## config.mk

```make
export PLATFORM = sky130hd
export DESIGN_NAME = usbsi_config_bank
export DESIGN_NICKNAME = d
export VERILOG_FILES = /design/src/rtl/usbsi_pkg.sv /design/src/rtl/usbsi_cfg_if.sv /design/src/rtl/usbsi_clock_unit.sv /design/src/rtl/usbsi_config_bank.sv
export SDC_FILE = /design/constraint.sdc
export NUM_CORES = 1
export LEC_CHECK = 0
export BUFFER_PORTS_ARGS = -buffer_cell sky130_fd_sc_hd__buf_2
export CAP_MARGIN = 20
export CORE_MARGIN = 2
export CORE_UTILIZATION = 60
export DETAILED_ROUTE_END_ITERATION = 8
export PLACE_DENSITY = 0.85
export SYNTH_ARGS = -nofsm -noshare
export SYNTH_HDL_FRONTEND = slang
export SYNTH_SLANG_ARGS = --single-unit
```

## constraint.sdc

```tcl
create_clock -name CLOCK_IN -period 2.8 [get_ports CLOCK_IN]
set_clock_uncertainty 0.2 [all_clocks]
set_input_delay 0.56 -clock CLOCK_IN [delete_from_list [all_inputs] [get_ports CLOCK_IN]]
set_output_delay 0.56 -clock CLOCK_IN [all_outputs]
set_load 0.02 [all_outputs]
```

## src/rtl/usbsi_pkg.sv

```systemverilog
// constants of the interface configuration command bank
package usbsi_pkg;

  // ==========================================================
  // command addresses
  localparam logic [5:0] ADDR_INTERFACE_CONFIG   = 6'h01;
  localparam logic [5:0] ADDR_INTERRUPT_ENABLE   = 6'h2e;
  localparam logic [5:0] ADDR_DESCRIPTOR_RAM     = 6'h30;
  localparam logic [5:0] ADDR_CONTROL_BUFFER     = 6'h31;
  localparam logic [5:0] ADDR_CONTROL_SETUP      = 6'h32;
  localparam logic [5:0] ADDR_CONTROL_BYTE_COUNT = 6'h33;
  localparam logic [5:0] ADDR_POINTER_LOW        = 6'h3a;
  localparam logic [5:0] ADDR_POINTER_HIGH       = 6'h3b;
  localparam logic [5:0] ADDR_INDIRECT_DATA      = 6'h3c;

  // ==========================================================
  // command byte layout
  localparam int unsigned CMD_ADDR_MSB = 5;
  localparam int unsigned CMD_READ_BIT = 6;

  // ==========================================================
  // interface_config fields and reset value
  localparam int unsigned CFG_CLOCK_SOURCE = 7;
  localparam int unsigned CFG_SPEED_48     = 6;
  localparam int unsigned CFG_CLOCK_OE     = 5;
  localparam int unsigned CFG_CLOCK_INVERT = 4;
  localparam int unsigned CFG_STROBE_STROBE_MODE_SELECT = 3;
  localparam int unsigned CFG_STANDBY      = 2;
  localparam int unsigned CFG_FLAG_SELECT  = 1;
  localparam int unsigned CFG_DISCONNECT   = 0;
  localparam logic [7:0]  CONFIG_RESET     = 8'hc9;
  localparam logic [7:0]  BYTE_RESET       = 8'h00;

  // ==========================================================
  // internal fifo clock divider, half periods in system cycles
  localparam logic [3:0] HALF_PERIOD_30 = 4'h3;
  localparam logic [3:0] HALF_PERIOD_48 = 4'h2;

  // ==========================================================
  // state encodings
  typedef enum logic [2:0] {
    CMD_IDLE = 3'b001,
    CMD_HIGH = 3'b010,
    CMD_LOW  = 3'b100
  } usbsi_cmd_state_type;

  typedef enum logic [1:0] {
    PWR_RUN     = 2'b01,
    PWR_STANDBY = 2'b10
  } usbsi_power_state_type;

endpackage

```

## src/rtl/usbsi_cfg_if.sv

```systemverilog
// configuration fields and clock status between bank and clock unit
`timescale 1ns/1ps
interface usbsi_cfg_if;
  logic clock_source;
  logic speed_48;
  logic clock_oe;
  logic clock_invert;
  logic standby_request;
  logic osc_enable;
  logic fifo_edge;
  logic clock_pin;
  logic clock_pin_oe;

  modport bank (
    output clock_source,
    output speed_48,
    output clock_oe,
    output clock_invert,
    output standby_request,
    input  osc_enable,
    input  fifo_edge,
    input  clock_pin,
    input  clock_pin_oe
  );

  modport clocking_unit (
    input  clock_source,
    input  speed_48,
    input  clock_oe,
    input  clock_invert,
    input  standby_request,
    output osc_enable,
    output fifo_edge,
    output clock_pin,
    output clock_pin_oe
  );
endinterface

```

## src/rtl/usbsi_clock_unit.sv

```systemverilog
// fifo clock source, clock pin driver and standby control
`timescale 1ns/1ps
module usbsi_clock_unit (
  input  wire logic             clk,
  input  wire logic             rst_n,
  input  wire logic             ext_clock_pin,
  input  wire logic             wake_sync,
  input  wire logic             bus_activity,
  usbsi_cfg_if.clocking_unit    cfg
);

  // ==========================================================
  // standby
  usbsi_pkg::usbsi_power_state_type power_state;
  logic osc_enable;

  always_ff @(posedge clk or negedge rst_n) begin
    if (!rst_n) begin
      power_state <= usbsi_pkg::PWR_RUN;
      osc_enable  <= 1'b1;
    end else begin
      case (power_state)
        usbsi_pkg::PWR_RUN: begin
          if (cfg.standby_request) begin
            power_state <= usbsi_pkg::PWR_STANDBY;
            osc_enable  <= 1'b0;
          end
        end
        usbsi_pkg::PWR_STANDBY: begin
          if (wake_sync || bus_activity) begin
            power_state <= usbsi_pkg::PWR_RUN;
            osc_enable  <= 1'b1;
          end
        end
        default: begin
          power_state <= usbsi_pkg::PWR_RUN;
          osc_enable  <= 1'b1;
        end
      endcase
    end
  end

  // ==========================================================
  // internal clock divider, halted while the oscillator is off
  logic [3:0] div_count;
  logic       int_clock;
  logic [3:0] half_period;

  assign half_period = cfg.speed_48 ? usbsi_pkg::HALF_PERIOD_48 : usbsi_pkg::HALF_PERIOD_30;

  always_ff @(posedge clk or negedge rst_n) begin
    if (!rst_n) begin
      div_count <= 4'h0;
      int_clock <= 1'b0;
    end else if (osc_enable) begin
      if (div_count >= half_period - 4'h1) begin
        div_count <= 4'h0;
        int_clock <= ~int_clock;
      end else begin
        div_count <= div_count + 4'h1;
      end
    end
  end

  // ==========================================================
  // clock pin driver
  logic clock_pin;
  logic clock_pin_oe;

  always_ff @(posedge clk or negedge rst_n) begin
    if (!rst_n) begin
      clock_pin    <= 1'b0;
      clock_pin_oe <= 1'b0;
    end else begin
      clock_pin    <= int_clock ^ cfg.clock_invert;
      clock_pin_oe <= cfg.clock_oe;
    end
  end

  // ==========================================================
  // active edge of the selected fifo clock
  logic ext_s1;
  logic ext_s2;
  logic ext_s3;
  logic int_prev;
  logic fifo_edge;
  logic ext_edge;
  logic int_edge;

  assign ext_edge = cfg.clock_invert ? (ext_s3 & ~ext_s2) : (~ext_s3 & ext_s2);
  assign int_edge = cfg.clock_invert ? (int_prev & ~int_clock) : (~int_prev & int_clock);

  // pick external pin or internal clock
  always_ff @(posedge clk or negedge rst_n) begin
    if (!rst_n) begin
      ext_s1    <= 1'b0;
      ext_s2    <= 1'b0;
      ext_s3    <= 1'b0;
      int_prev  <= 1'b0;
      fifo_edge <= 1'b0;
    end else begin
      ext_s1    <= ext_clock_pin;
      ext_s2    <= ext_s1;
      ext_s3    <= ext_s2;
      int_prev  <= int_clock;
      fifo_edge <= cfg.clock_source ? int_edge : ext_edge;
    end
  end

  assign cfg.osc_enable   = osc_enable;
  assign cfg.fifo_edge    = fifo_edge;
  assign cfg.clock_pin    = clock_pin;
  assign cfg.clock_pin_oe = clock_pin_oe;

endmodule // usbsi_clock_unit

```

## src/rtl/usbsi_config_bank.sv

```systemverilog
// command register bank with interface configuration and indirect access
//
// Behaviour
// - config bit 7 selects fifo clock: 0 external pin, 1 internal (default).
// - config bit 6 selects internal clock 30 MHz (0) or 48 MHz (1, default).
// - config bit 5 set drives device clock onto the clock pin; clear floats it.
// - config bit 4 set inverts clock so the falling edge is active.
// - config bit 3 clear: fifo controls are enables sampled on the active edge.
// - config bit 3 set (default): fifo controls act directly as strobes.
// - writing 1 to config bit 2 stops the oscillator for low power.
// - suspended device wakes on USB bus activity or the wake pin.
// - config bit 1 clear: shared pin is chip select; set: fourth flag output.
// - config bit 0 set floats the D+ pull-up; clear drives it high.
// - low bits of the pointer at 3a select an indirect register, 3b is only stored; 3c moves its data.
`timescale 1ns/1ps
module usbsi_config_bank #(
  parameter int unsigned INDIRECT_DEPTH = 16
) (
  // clock and reset
  input  wire logic       CLOCK_IN,
  input  wire logic       ARST_N_IN,
  // command port pins
  input  wire logic       CMD_STROBE_N_IN,
  input  wire logic       CMD_ADDR_SEL_IN,
  input  wire logic [7:0] CMD_DATA_IN,
  output logic      [7:0] READ_DATA_OUT,
  output logic            READ_VALID_OUT,
  // fifo control pins
  input  wire logic       FIFO_READ_N_IN,
  input  wire logic       FIFO_WRITE_N_IN,
  output logic            FIFO_READ_OUT,
  output logic            FIFO_WRITE_OUT,
  // interface clock pin
  input  wire logic       INTERFACE_CLOCK_PIN_IN,
  output logic            INTERFACE_CLOCK_PIN_OUT,
  output logic            INTERFACE_CLOCK_PIN_OE_OUT,
  // shared flag or chip select pin
  input  wire logic       FLAG_OR_SELECT_PIN_IN,
  input  wire logic       FIFO_FLAG_D_IN,
  output logic            FLAG_OR_SELECT_PIN_OUT,
  output logic            FLAG_OR_SELECT_PIN_OE_OUT,
  // usb side
  input  wire logic       BUS_ACTIVITY_IN,
  input  wire logic       WAKE_PIN_N_IN,
  output logic            PULLUP_OUT,
  output logic            PULLUP_OE_OUT,
  // status and configuration
  output logic            OSC_ENABLE_OUT,
  output logic            INTERNAL_CLOCK_48M_OUT,
  output logic            FIFO_CLOCK_INTERNAL_OUT,
  output logic            STROBE_MODE_STROBE_MODE_SELECT_OUT,
  output logic      [7:0] INTERRUPT_ENABLE_OUT,
  output logic            DESCRIPTOR_RAM_PORT_WRITE_OUT,
  output logic      [7:0] DESCRIPTOR_RAM_PORT_DATA_OUT
);

  localparam int unsigned IDX_W = $clog2(INDIRECT_DEPTH);

  // ==========================================================
  // parameter check
  generate
    if (INDIRECT_DEPTH < 2 || INDIRECT_DEPTH > 256 || (1 << IDX_W) != INDIRECT_DEPTH) begin : g_bad_depth
      $error("INDIRECT_DEPTH must be a power of two from 2 to 256");
    end
  endgenerate

  function automatic logic addr_is(input logic [5:0] a, input logic [5:0] ref_addr);
    addr_is = (a == ref_addr);
  endfunction

  // ==========================================================
  // pin synchronisers
  logic [9:0] cmd_s1;
  logic [9:0] cmd_s2;
  logic       strobe_n_prev;
  logic [4:0] pin_s1;
  logic [4:0] pin_s2;
  logic       rd_n_prev;
  logic       wr_n_prev;

  always_ff @(posedge CLOCK_IN or negedge ARST_N_IN) begin
    if (!ARST_N_IN) begin
      cmd_s1        <= 10'h200;
      cmd_s2        <= 10'h200;
      strobe_n_prev <= 1'b1;
      pin_s1        <= 5'h1f;
      pin_s2        <= 5'h1f;
      rd_n_prev     <= 1'b1;
      wr_n_prev     <= 1'b1;
    end else begin
      cmd_s1        <= {CMD_STROBE_N_IN, CMD_ADDR_SEL_IN, CMD_DATA_IN};
      cmd_s2        <= cmd_s1;
      strobe_n_prev <= cmd_s2[9];
      pin_s1        <= {FIFO_READ_N_IN, FIFO_WRITE_N_IN, FLAG_OR_SELECT_PIN_IN, WAKE_PIN_N_IN, 1'b1};
      pin_s2        <= pin_s1;
      rd_n_prev     <= pin_s2[4];
      wr_n_prev     <= pin_s2[3];
    end
  end

  logic       cmd_event;
  logic       cmd_is_addr;
  logic [7:0] cmd_byte;
  assign cmd_event   = strobe_n_prev & ~cmd_s2[9];
  assign cmd_is_addr = cmd_s2[8];
  assign cmd_byte    = cmd_s2[7:0];

  // ==========================================================
  // command sequencer
  usbsi_pkg::usbsi_cmd_state_type cmd_state;
  logic [5:0] cur_addr;
  logic [3:0] upper_nibble;
  logic       write_commit;
  logic [7:0] write_byte;
  logic       read_request;

  always_ff @(posedge CLOCK_IN or negedge ARST_N_IN) begin
    if (!ARST_N_IN) begin
      cmd_state    <= usbsi_pkg::CMD_IDLE;
      cur_addr     <= 6'h00;
      upper_nibble <= 4'h0;
      write_commit <= 1'b0;
      write_byte   <= 8'h00;
      read_request <= 1'b0;
    end else begin
      write_commit <= 1'b0;
      read_request <= 1'b0;
      if (cmd_event && cmd_is_addr) begin
        cur_addr     <= cmd_byte[usbsi_pkg::CMD_ADDR_MSB:0];
        read_request <= cmd_byte[usbsi_pkg::CMD_READ_BIT];
        cmd_state    <= usbsi_pkg::CMD_HIGH;
      end else if (cmd_event) begin
        case (cmd_state)
          usbsi_pkg::CMD_HIGH: begin
            upper_nibble <= cmd_byte[3:0];
            cmd_state    <= usbsi_pkg::CMD_LOW;
          end
          usbsi_pkg::CMD_LOW: begin
            write_byte   <= {upper_nibble, cmd_byte[3:0]};
            write_commit <= 1'b1;
            cmd_state    <= usbsi_pkg::CMD_HIGH;
          end
          usbsi_pkg::CMD_IDLE: begin
            cmd_state <= usbsi_pkg::CMD_IDLE;
          end
          default: begin
            cmd_state <= usbsi_pkg::CMD_IDLE;
          end
        endcase
      end
    end
  end

  // ==========================================================
  // register file
  logic [7:0] interface_config;
  logic [7:0] interrupt_enable;
  logic [7:0] control_endpoint_buffer;
  logic [7:0] control_setup_stall;
  logic [7:0] control_byte_count;
  logic [7:0] indirect_pointer_low;
  logic [7:0] indirect_pointer_high;
  logic [7:0] indirect_mem [INDIRECT_DEPTH];
  logic       standby_request;
  logic [IDX_W-1:0] indirect_index;

  assign indirect_index = indirect_pointer_low[IDX_W-1:0];

  always_ff @(posedge CLOCK_IN or negedge ARST_N_IN) begin
    if (!ARST_N_IN) begin
      interface_config <= usbsi_pkg::CONFIG_RESET;
      standby_request  <= 1'b0;
    end else begin
      standby_request <= 1'b0;
      if (write_commit && addr_is(cur_addr, usbsi_pkg::ADDR_INTERFACE_CONFIG)) begin
        interface_config <= write_byte;
        standby_request  <= write_byte[usbsi_pkg::CFG_STANDBY];
      end
    end
  end

  always_ff @(posedge CLOCK_IN or negedge ARST_N_IN) begin
    if (!ARST_N_IN) begin
      interrupt_enable        <= usbsi_pkg::BYTE_RESET;
      control_endpoint_buffer <= usbsi_pkg::BYTE_RESET;
      control_setup_stall     <= usbsi_pkg::BYTE_RESET;
      control_byte_count      <= usbsi_pkg::BYTE_RESET;
    end else if (write_commit) begin
      if (addr_is(cur_addr, usbsi_pkg::ADDR_INTERRUPT_ENABLE)) begin
        interrupt_enable <= write_byte;
      end
      if (addr_is(cur_addr, usbsi_pkg::ADDR_CONTROL_BUFFER)) begin
        control_endpoint_buffer <= write_byte;
      end
      if (addr_is(cur_addr, usbsi_pkg::ADDR_CONTROL_SETUP)) begin
        control_setup_stall <= write_byte;
      end
      if (addr_is(cur_addr, usbsi_pkg::ADDR_CONTROL_BYTE_COUNT)) begin
        control_byte_count <= write_byte;
      end
    end
  end

  always_ff @(posedge CLOCK_IN or negedge ARST_N_IN) begin
    if (!ARST_N_IN) begin
      indirect_pointer_low  <= usbsi_pkg::BYTE_RESET;
      indirect_pointer_high <= usbsi_pkg::BYTE_RESET;
      for (int i = 0; i < INDIRECT_DEPTH; i++) begin
        indirect_mem[i] <= usbsi_pkg::BYTE_RESET;
      end
    end else if (write_commit) begin
      if (addr_is(cur_addr, usbsi_pkg::ADDR_POINTER_LOW)) begin
        indirect_pointer_low <= write_byte;
      end
      if (addr_is(cur_addr, usbsi_pkg::ADDR_POINTER_HIGH)) begin
        indirect_pointer_high <= write_byte;
      end
      if (addr_is(cur_addr, usbsi_pkg::ADDR_INDIRECT_DATA)) begin
        indirect_mem[indirect_index] <= write_byte;
      end
    end
  end

  // descriptor port is write only, each byte leaves as a pulse
  always_ff @(posedge CLOCK_IN or negedge ARST_N_IN) begin
    if (!ARST_N_IN) begin
      DESCRIPTOR_RAM_PORT_WRITE_OUT <= 1'b0;
      DESCRIPTOR_RAM_PORT_DATA_OUT  <= 8'h00;
    end else begin
      DESCRIPTOR_RAM_PORT_WRITE_OUT <= write_commit && addr_is(cur_addr, usbsi_pkg::ADDR_DESCRIPTOR_RAM);
      if (write_commit && addr_is(cur_addr, usbsi_pkg::ADDR_DESCRIPTOR_RAM)) begin
        DESCRIPTOR_RAM_PORT_DATA_OUT <= write_byte;
      end
    end
  end

  // ==========================================================
  // read path, unmapped and write-only addresses read zero
  logic [7:0] read_mux;

  always_comb begin
    read_mux = 8'h00;
    case (cur_addr)
      usbsi_pkg::ADDR_INTERFACE_CONFIG:   read_mux = interface_config;
      usbsi_pkg::ADDR_INTERRUPT_ENABLE:   read_mux = interrupt_enable;
      usbsi_pkg::ADDR_CONTROL_BUFFER:     read_mux = control_endpoint_buffer;
      usbsi_pkg::ADDR_CONTROL_SETUP:      read_mux = control_setup_stall;
      usbsi_pkg::ADDR_CONTROL_BYTE_COUNT: read_mux = control_byte_count;
      usbsi_pkg::ADDR_POINTER_LOW:        read_mux = indirect_pointer_low;
      usbsi_pkg::ADDR_POINTER_HIGH:       read_mux = indirect_pointer_high;
      usbsi_pkg::ADDR_INDIRECT_DATA:      read_mux = indirect_mem[indirect_index];
      default:                            read_mux = 8'h00;
    endcase
  end

  always_ff @(posedge CLOCK_IN or negedge ARST_N_IN) begin
    if (!ARST_N_IN) begin
      READ_DATA_OUT  <= 8'h00;
      READ_VALID_OUT <= 1'b0;
    end else begin
      READ_VALID_OUT <= read_request;
      if (read_request) begin
        READ_DATA_OUT <= read_mux;
      end
    end
  end

  // ==========================================================
  // clock unit
  usbsi_cfg_if cfg_bus ();

  assign cfg_bus.clock_source    = interface_config[usbsi_pkg::CFG_CLOCK_SOURCE];
  assign cfg_bus.speed_48        = interface_config[usbsi_pkg::CFG_SPEED_48];
  assign cfg_bus.clock_oe        = interface_config[usbsi_pkg::CFG_CLOCK_OE];
  assign cfg_bus.clock_invert    = interface_config[usbsi_pkg::CFG_CLOCK_INVERT];
  assign cfg_bus.standby_request = standby_request;

  usbsi_clock_unit u_clock_unit (
    .clk           (CLOCK_IN),
    .rst_n         (ARST_N_IN),
    .ext_clock_pin (INTERFACE_CLOCK_PIN_IN),
    .wake_sync     (~pin_s2[1]),
    .bus_activity  (BUS_ACTIVITY_IN),
    .cfg           (cfg_bus)
  );

  assign INTERFACE_CLOCK_PIN_OUT    = cfg_bus.clock_pin;
  assign INTERFACE_CLOCK_PIN_OE_OUT = cfg_bus.clock_pin_oe;
  assign OSC_ENABLE_OUT             = cfg_bus.osc_enable;

  // ==========================================================
  // fifo strobes, chip select and shared pin
  logic strobe_strobe_mode_select;
  logic flag_mode;
  logic selected;
  assign strobe_strobe_mode_select = interface_config[usbsi_pkg::CFG_STROBE_STROBE_MODE_SELECT];
  assign flag_mode    = interface_config[usbsi_pkg::CFG_FLAG_SELECT];
  // without a chip select pin the device is always selected
  assign selected     = flag_mode | ~pin_s2[2];

  always_ff @(posedge CLOCK_IN or negedge ARST_N_IN) begin
    if (!ARST_N_IN) begin
      FIFO_READ_OUT  <= 1'b0;
      FIFO_WRITE_OUT <= 1'b0;
    end else if (strobe_strobe_mode_select) begin
      FIFO_READ_OUT  <= selected & rd_n_prev & ~pin_s2[4];
      FIFO_WRITE_OUT <= selected & wr_n_prev & ~pin_s2[3];
    end else begin
      FIFO_READ_OUT  <= selected & cfg_bus.fifo_edge & ~pin_s2[4];
      FIFO_WRITE_OUT <= selected & cfg_bus.fifo_edge & ~pin_s2[3];
    end
  end

  always_ff @(posedge CLOCK_IN or negedge ARST_N_IN) begin
    if (!ARST_N_IN) begin
      FLAG_OR_SELECT_PIN_OUT    <= 1'b0;
      FLAG_OR_SELECT_PIN_OE_OUT <= 1'b0;
      PULLUP_OUT                <= 1'b0;
      PULLUP_OE_OUT             <= 1'b0;
    end else begin
      FLAG_OR_SELECT_PIN_OUT    <= FIFO_FLAG_D_IN;
      FLAG_OR_SELECT_PIN_OE_OUT <= flag_mode;
      PULLUP_OUT                <= 1'b1;
      PULLUP_OE_OUT             <= ~interface_config[usbsi_pkg::CFG_DISCONNECT];
    end
  end

  // ==========================================================
  // configuration status outputs
  always_ff @(posedge CLOCK_IN or negedge ARST_N_IN) begin
    if (!ARST_N_IN) begin
      INTERNAL_CLOCK_48M_OUT  <= 1'b1;
      FIFO_CLOCK_INTERNAL_OUT <= 1'b1;
      STROBE_MODE_STROBE_MODE_SELECT_OUT   <= 1'b1;
      INTERRUPT_ENABLE_OUT    <= 8'h00;
    end else begin
      INTERNAL_CLOCK_48M_OUT  <= interface_config[usbsi_pkg::CFG_SPEED_48];
      FIFO_CLOCK_INTERNAL_OUT <= interface_config[usbsi_pkg::CFG_CLOCK_SOURCE];
      STROBE_MODE_STROBE_MODE_SELECT_OUT   <= strobe_strobe_mode_select;
      INTERRUPT_ENABLE_OUT    <= interrupt_enable;
    end
  end

endmodule // usbsi_config_bank

```

==> results.cfg <==
[global_routing]
grt_max_degree = 57
grt_pass1_wl_mm = 42.81
antenna_found_initial = 0
grt_pass1_vias = 7770
grt_usage_pct = 25.71
overflow = 0

[critical_path]
path_cells = and4bb_2 > nand3_2 > nor4b_4 > nand2_2 > mux2_2
required_ps = 3010
timing.rr.start = cur_addr[1]$_DFFE_PN0P_
worstRegToRegCells = 5
critPathSlowestCell = dfrtp_1
startpoint_type = flip-flop
endpoint_kind = flip-flop
timing.critical_path.buf_inv = 0
path_max_fanout = 11
cp_slowest_stage_delay_ps = 500
r2r_setup_slack_ps = 110
cp.arrival_ps = 2900
r2r_end = indirect_mem[127]$_DFFE_PN0P_
path_delay_family = simple AND/OR/NAND/NOR gates
worstSetupPathType = flip-flop to flip-flop

[hold_path]
min_path_type = flip-flop to flip-flop
min_from = cmd_s1[0]$_DFF_PN0_
holdPathStages = 0
hold_end = cmd_s2[0]$_DFF_PN0_

[final_layout]
num-fill-cells = 1211
fin_area_um2 = 13910
drive_gt1_share_pct = 47.17
area_delta_synth_final_pct = 15.96
finish.utilization_pct = 71.24
diodes = 0
fin_nets = 918

[timing]
relSlewSlack_pct = 26.35
setup_ws_ps = 113.9
hold_violations = 0
finalCritPeriodShare_pct = 95.93
fmax_mhz = 372.3
maxSlewViolCount = 0
worst_pin_slew_ps = 1105
fin_crit_ps = 2686
finalSetupTns_ps = 0
setup_viol = 0
grt_setup_unrepaired = false

[clock_network]
cts_setup_buffers = 0
cts_tree = yes
clk_pin_slew_ps = 60
numCtsBuffers = 28
cts-root-buf = clkbuf_16
clk_latency_ps = 540
cts_num_sinks = 286
clk_path_buf_depth = 3
h-tree-depth = 1

[power]
combPwrFrac_pct = 6.5
seq_power_share_pct = 49.9
intPower_mw = 6.876
max-vdd-ir-drop_uv = 558.4
clkPwrFrac_pct = 43.6
p_sw_mw = 2.133
p_total_mw = 9.009
p_per_area_nw_per_um2 = 647.6
power.share.switching_pct = 23.68
p_leak_nw = 6.701

[route]
routedWlPerCell_um = 22.34
highest_layer = met4
drc = 0
met2_length_mm = 13.19
wl_met1_mm = 11.00
vias = 7197
drt-vias-per-instance = 6.084
dr_wl_met3_mm = 1.471
drtIter0Drc = 472
postRouteAntennaNets = 0
first_pass_iters = 5
routed_wl_mm = 26.42

[yosys]
ys_warn_count = 0
syn_nets = 827
synthesis.instances = 805
synth_edf_count = 0
ys_seq_elements = 286
ys_types = 58
netlist_area_um2 = 12000
yosysSeqAreaShare_pct = 59.89
async_flop_share_pct = 100.0
synth_ff_type = dfrtp_1
avgSynthCellArea_um2 = 14.90

[place]
port_buffers = 55
place_ws_ps = 199.0
dpl_cell_area_um2 = 12750
finalWeightedCongestion = 0.8509
hpwl_mm = 16.16

[floorplanning]
die_w_um = 145.4
io_pins = 57
start_util_pct = 61.44
num_rows = 51
die_area_um2 = 21140
core_um2 = 19530
die-height_um = 145.4

[outcome]
status = finished, final reports clean

[job]
max_cap_viol_count = 0
-- worst reg2reg max path, cell delays in order, from the launching register on --
cell and delay [ps]:
dfrtp_1 500, and4bb_2 490, nand3_2 260, nor4b_4 490, nand2_2 280, mux2_2 350
-- layout by cell type, fill, tap and decap left out, types with 6 or more instances in the layout --
cell type,netlist,final
dfrtp_1,264,262
mux2_2,209,209
buf_2,12,54
mux4_2,32,32
buf_4,3,32
clkbuf_16,0,29
nand2_1,25,25
dfstp_2,22,22
a21oi_1,20,20
nor2_1,19,19
mux2i_1,18,18
dlygate4sd3_1,0,16
inv_1,15,15
nor3_1,13,13
nor2b_1,7,7
nand2b_1,7,7
nor2_2,8,7
clkbuf_8,0,7
o31ai_1,6,6
buf_12,0,6
-- cell usage after synthesis (all sizes together), types with 4 or more instances --
cell	count	share of area, %
dfrtp	264	55
mux2	209	20
mux4	32	6.0
clkbuf	29	0.91
nand2	29	0.99
nor2	27	1.0
dfstp	22	4.8
a21oi	20	0.83
buf	19	0.94
nor3	19	1.1
mux2i	18	1.5
inv	15	0.47
nand4	9	0.68
nand2b	7	0.37
nor2b	7	0.37
o31ai	6	0.38
a211o	5	0.37
a311oi	5	0.37
and3	5	0.26
o21ai	5	0.21
a211oi	4	0.25
a221o	4	0.33
a221oi	4	0.29
nand3b	4	0.25
-- stage by stage --
stage | hold slack, ps | cells
6_report | 147.7 | 1183
5_1_grt | 158.0 | 1183
3_3_place_gp | 132.6 | 1115
4_1_cts | 148.3 | 1183
2_1_floorplan | 64.41 | 805
3_5_place_dp | 134.7 | 1115
-- worst max path at each step --
stage	start	to	slack (ps)	cells past startpoint
2_1_floorplan	cur_addr[0]$_DFFE_PN0P_	indirect_mem[100]$_DFFE_PN0P_	550	7
3_3_place_gp	cur_addr[1]$_DFFE_PN0P_	indirect_mem[65]$_DFFE_PN0P_	290	5
3_5_place_dp	cur_addr[1]$_DFFE_PN0P_	indirect_mem[72]$_DFFE_PN0P_	200	5
6_report	cur_addr[1]$_DFFE_PN0P_	indirect_mem[127]$_DFFE_PN0P_	110	5
4_1_cts	cur_addr[1]$_DFFE_PN0P_	indirect_mem[77]$_DFFE_PN0P_	110	5
5_1_grt	cur_addr[1]$_DFFE_PN0P_	indirect_mem[120]$_DFFE_PN0P_	40	5
-- cell families after synthesis --
logic type / after synthesis / share of synthesized area, %
buffers and inverters: 64 / 2.347
AOI/OAI and AO/OA: 65 / 3.817
other: 1 / 0.03126
muxes: 259 / 27.13
adders and majority gates: 3 / 0.3129
xor gates and xnor gates: 2 / 0.1460
DFF: 286 / 59.89
and+or+nand+nor: 125 / 6.331
-- state kept, by name (all words and copies together) (netlist names), 6 cells and up --
signal and count:
indirect_mem 128, DESCRIPTOR_RAM_PORT_DATA_OUT 8, cmd_s1 9, interface_config 8, write_byte 8, indirect_pointer_low 8, indirect_pointer_high 8, control_byte_count 8
control_endpoint_buffer 8, READ_DATA_OUT 8, cur_addr 6, INTERRUPT_ENABLE_OUT 8, cmd_s2 9, interrupt_enable 8, control_setup_stall 8
-- power groups by stage --
stage / Sequential, mW / Clock, mW / Combinational [mW]
2_1_floorplan: 4.48 / 0 / 0.345
3_3_place_gp: 4.55 / 0 / 0.525
3_5_place_dp: 4.56 / 0 / 0.544
4_1_cts: 4.49 / 3.96 / 0.584
5_1_grt: 4.52 / 4.13 / 0.633
6_report: 4.50 / 3.93 / 0.584
-- layout make-up --
cell class                      count  area, µm²  share of cell area (%)
Clock buffer                       41      840.8                   6.044
Clock inverter                     11      141.4                   1.016
Inverter                           16      60.06                  0.4317
Multi-Input combinational cell    455       4544                   32.67
Sequential cell                   286       7187                   51.66
Tap cell                          265      331.6                   2.384
Timing Repair Buffer              109      805.8                   5.792
-- routing by layer --
metal,up-vias,track usage [%]
li1,3114,-
met1,3774,36.01
met2,243,42.30
met3,66,3.574
met4,0,8.627
met5,-,0
-- repair_timing --
action,CTS,global route
hold buffers,16,0
endpoints found under the hold margin,56,0
endpoints found under the setup margin,0,8
resized for setup,0,2
No activity file was read; power rests on OpenSTA's default activity.
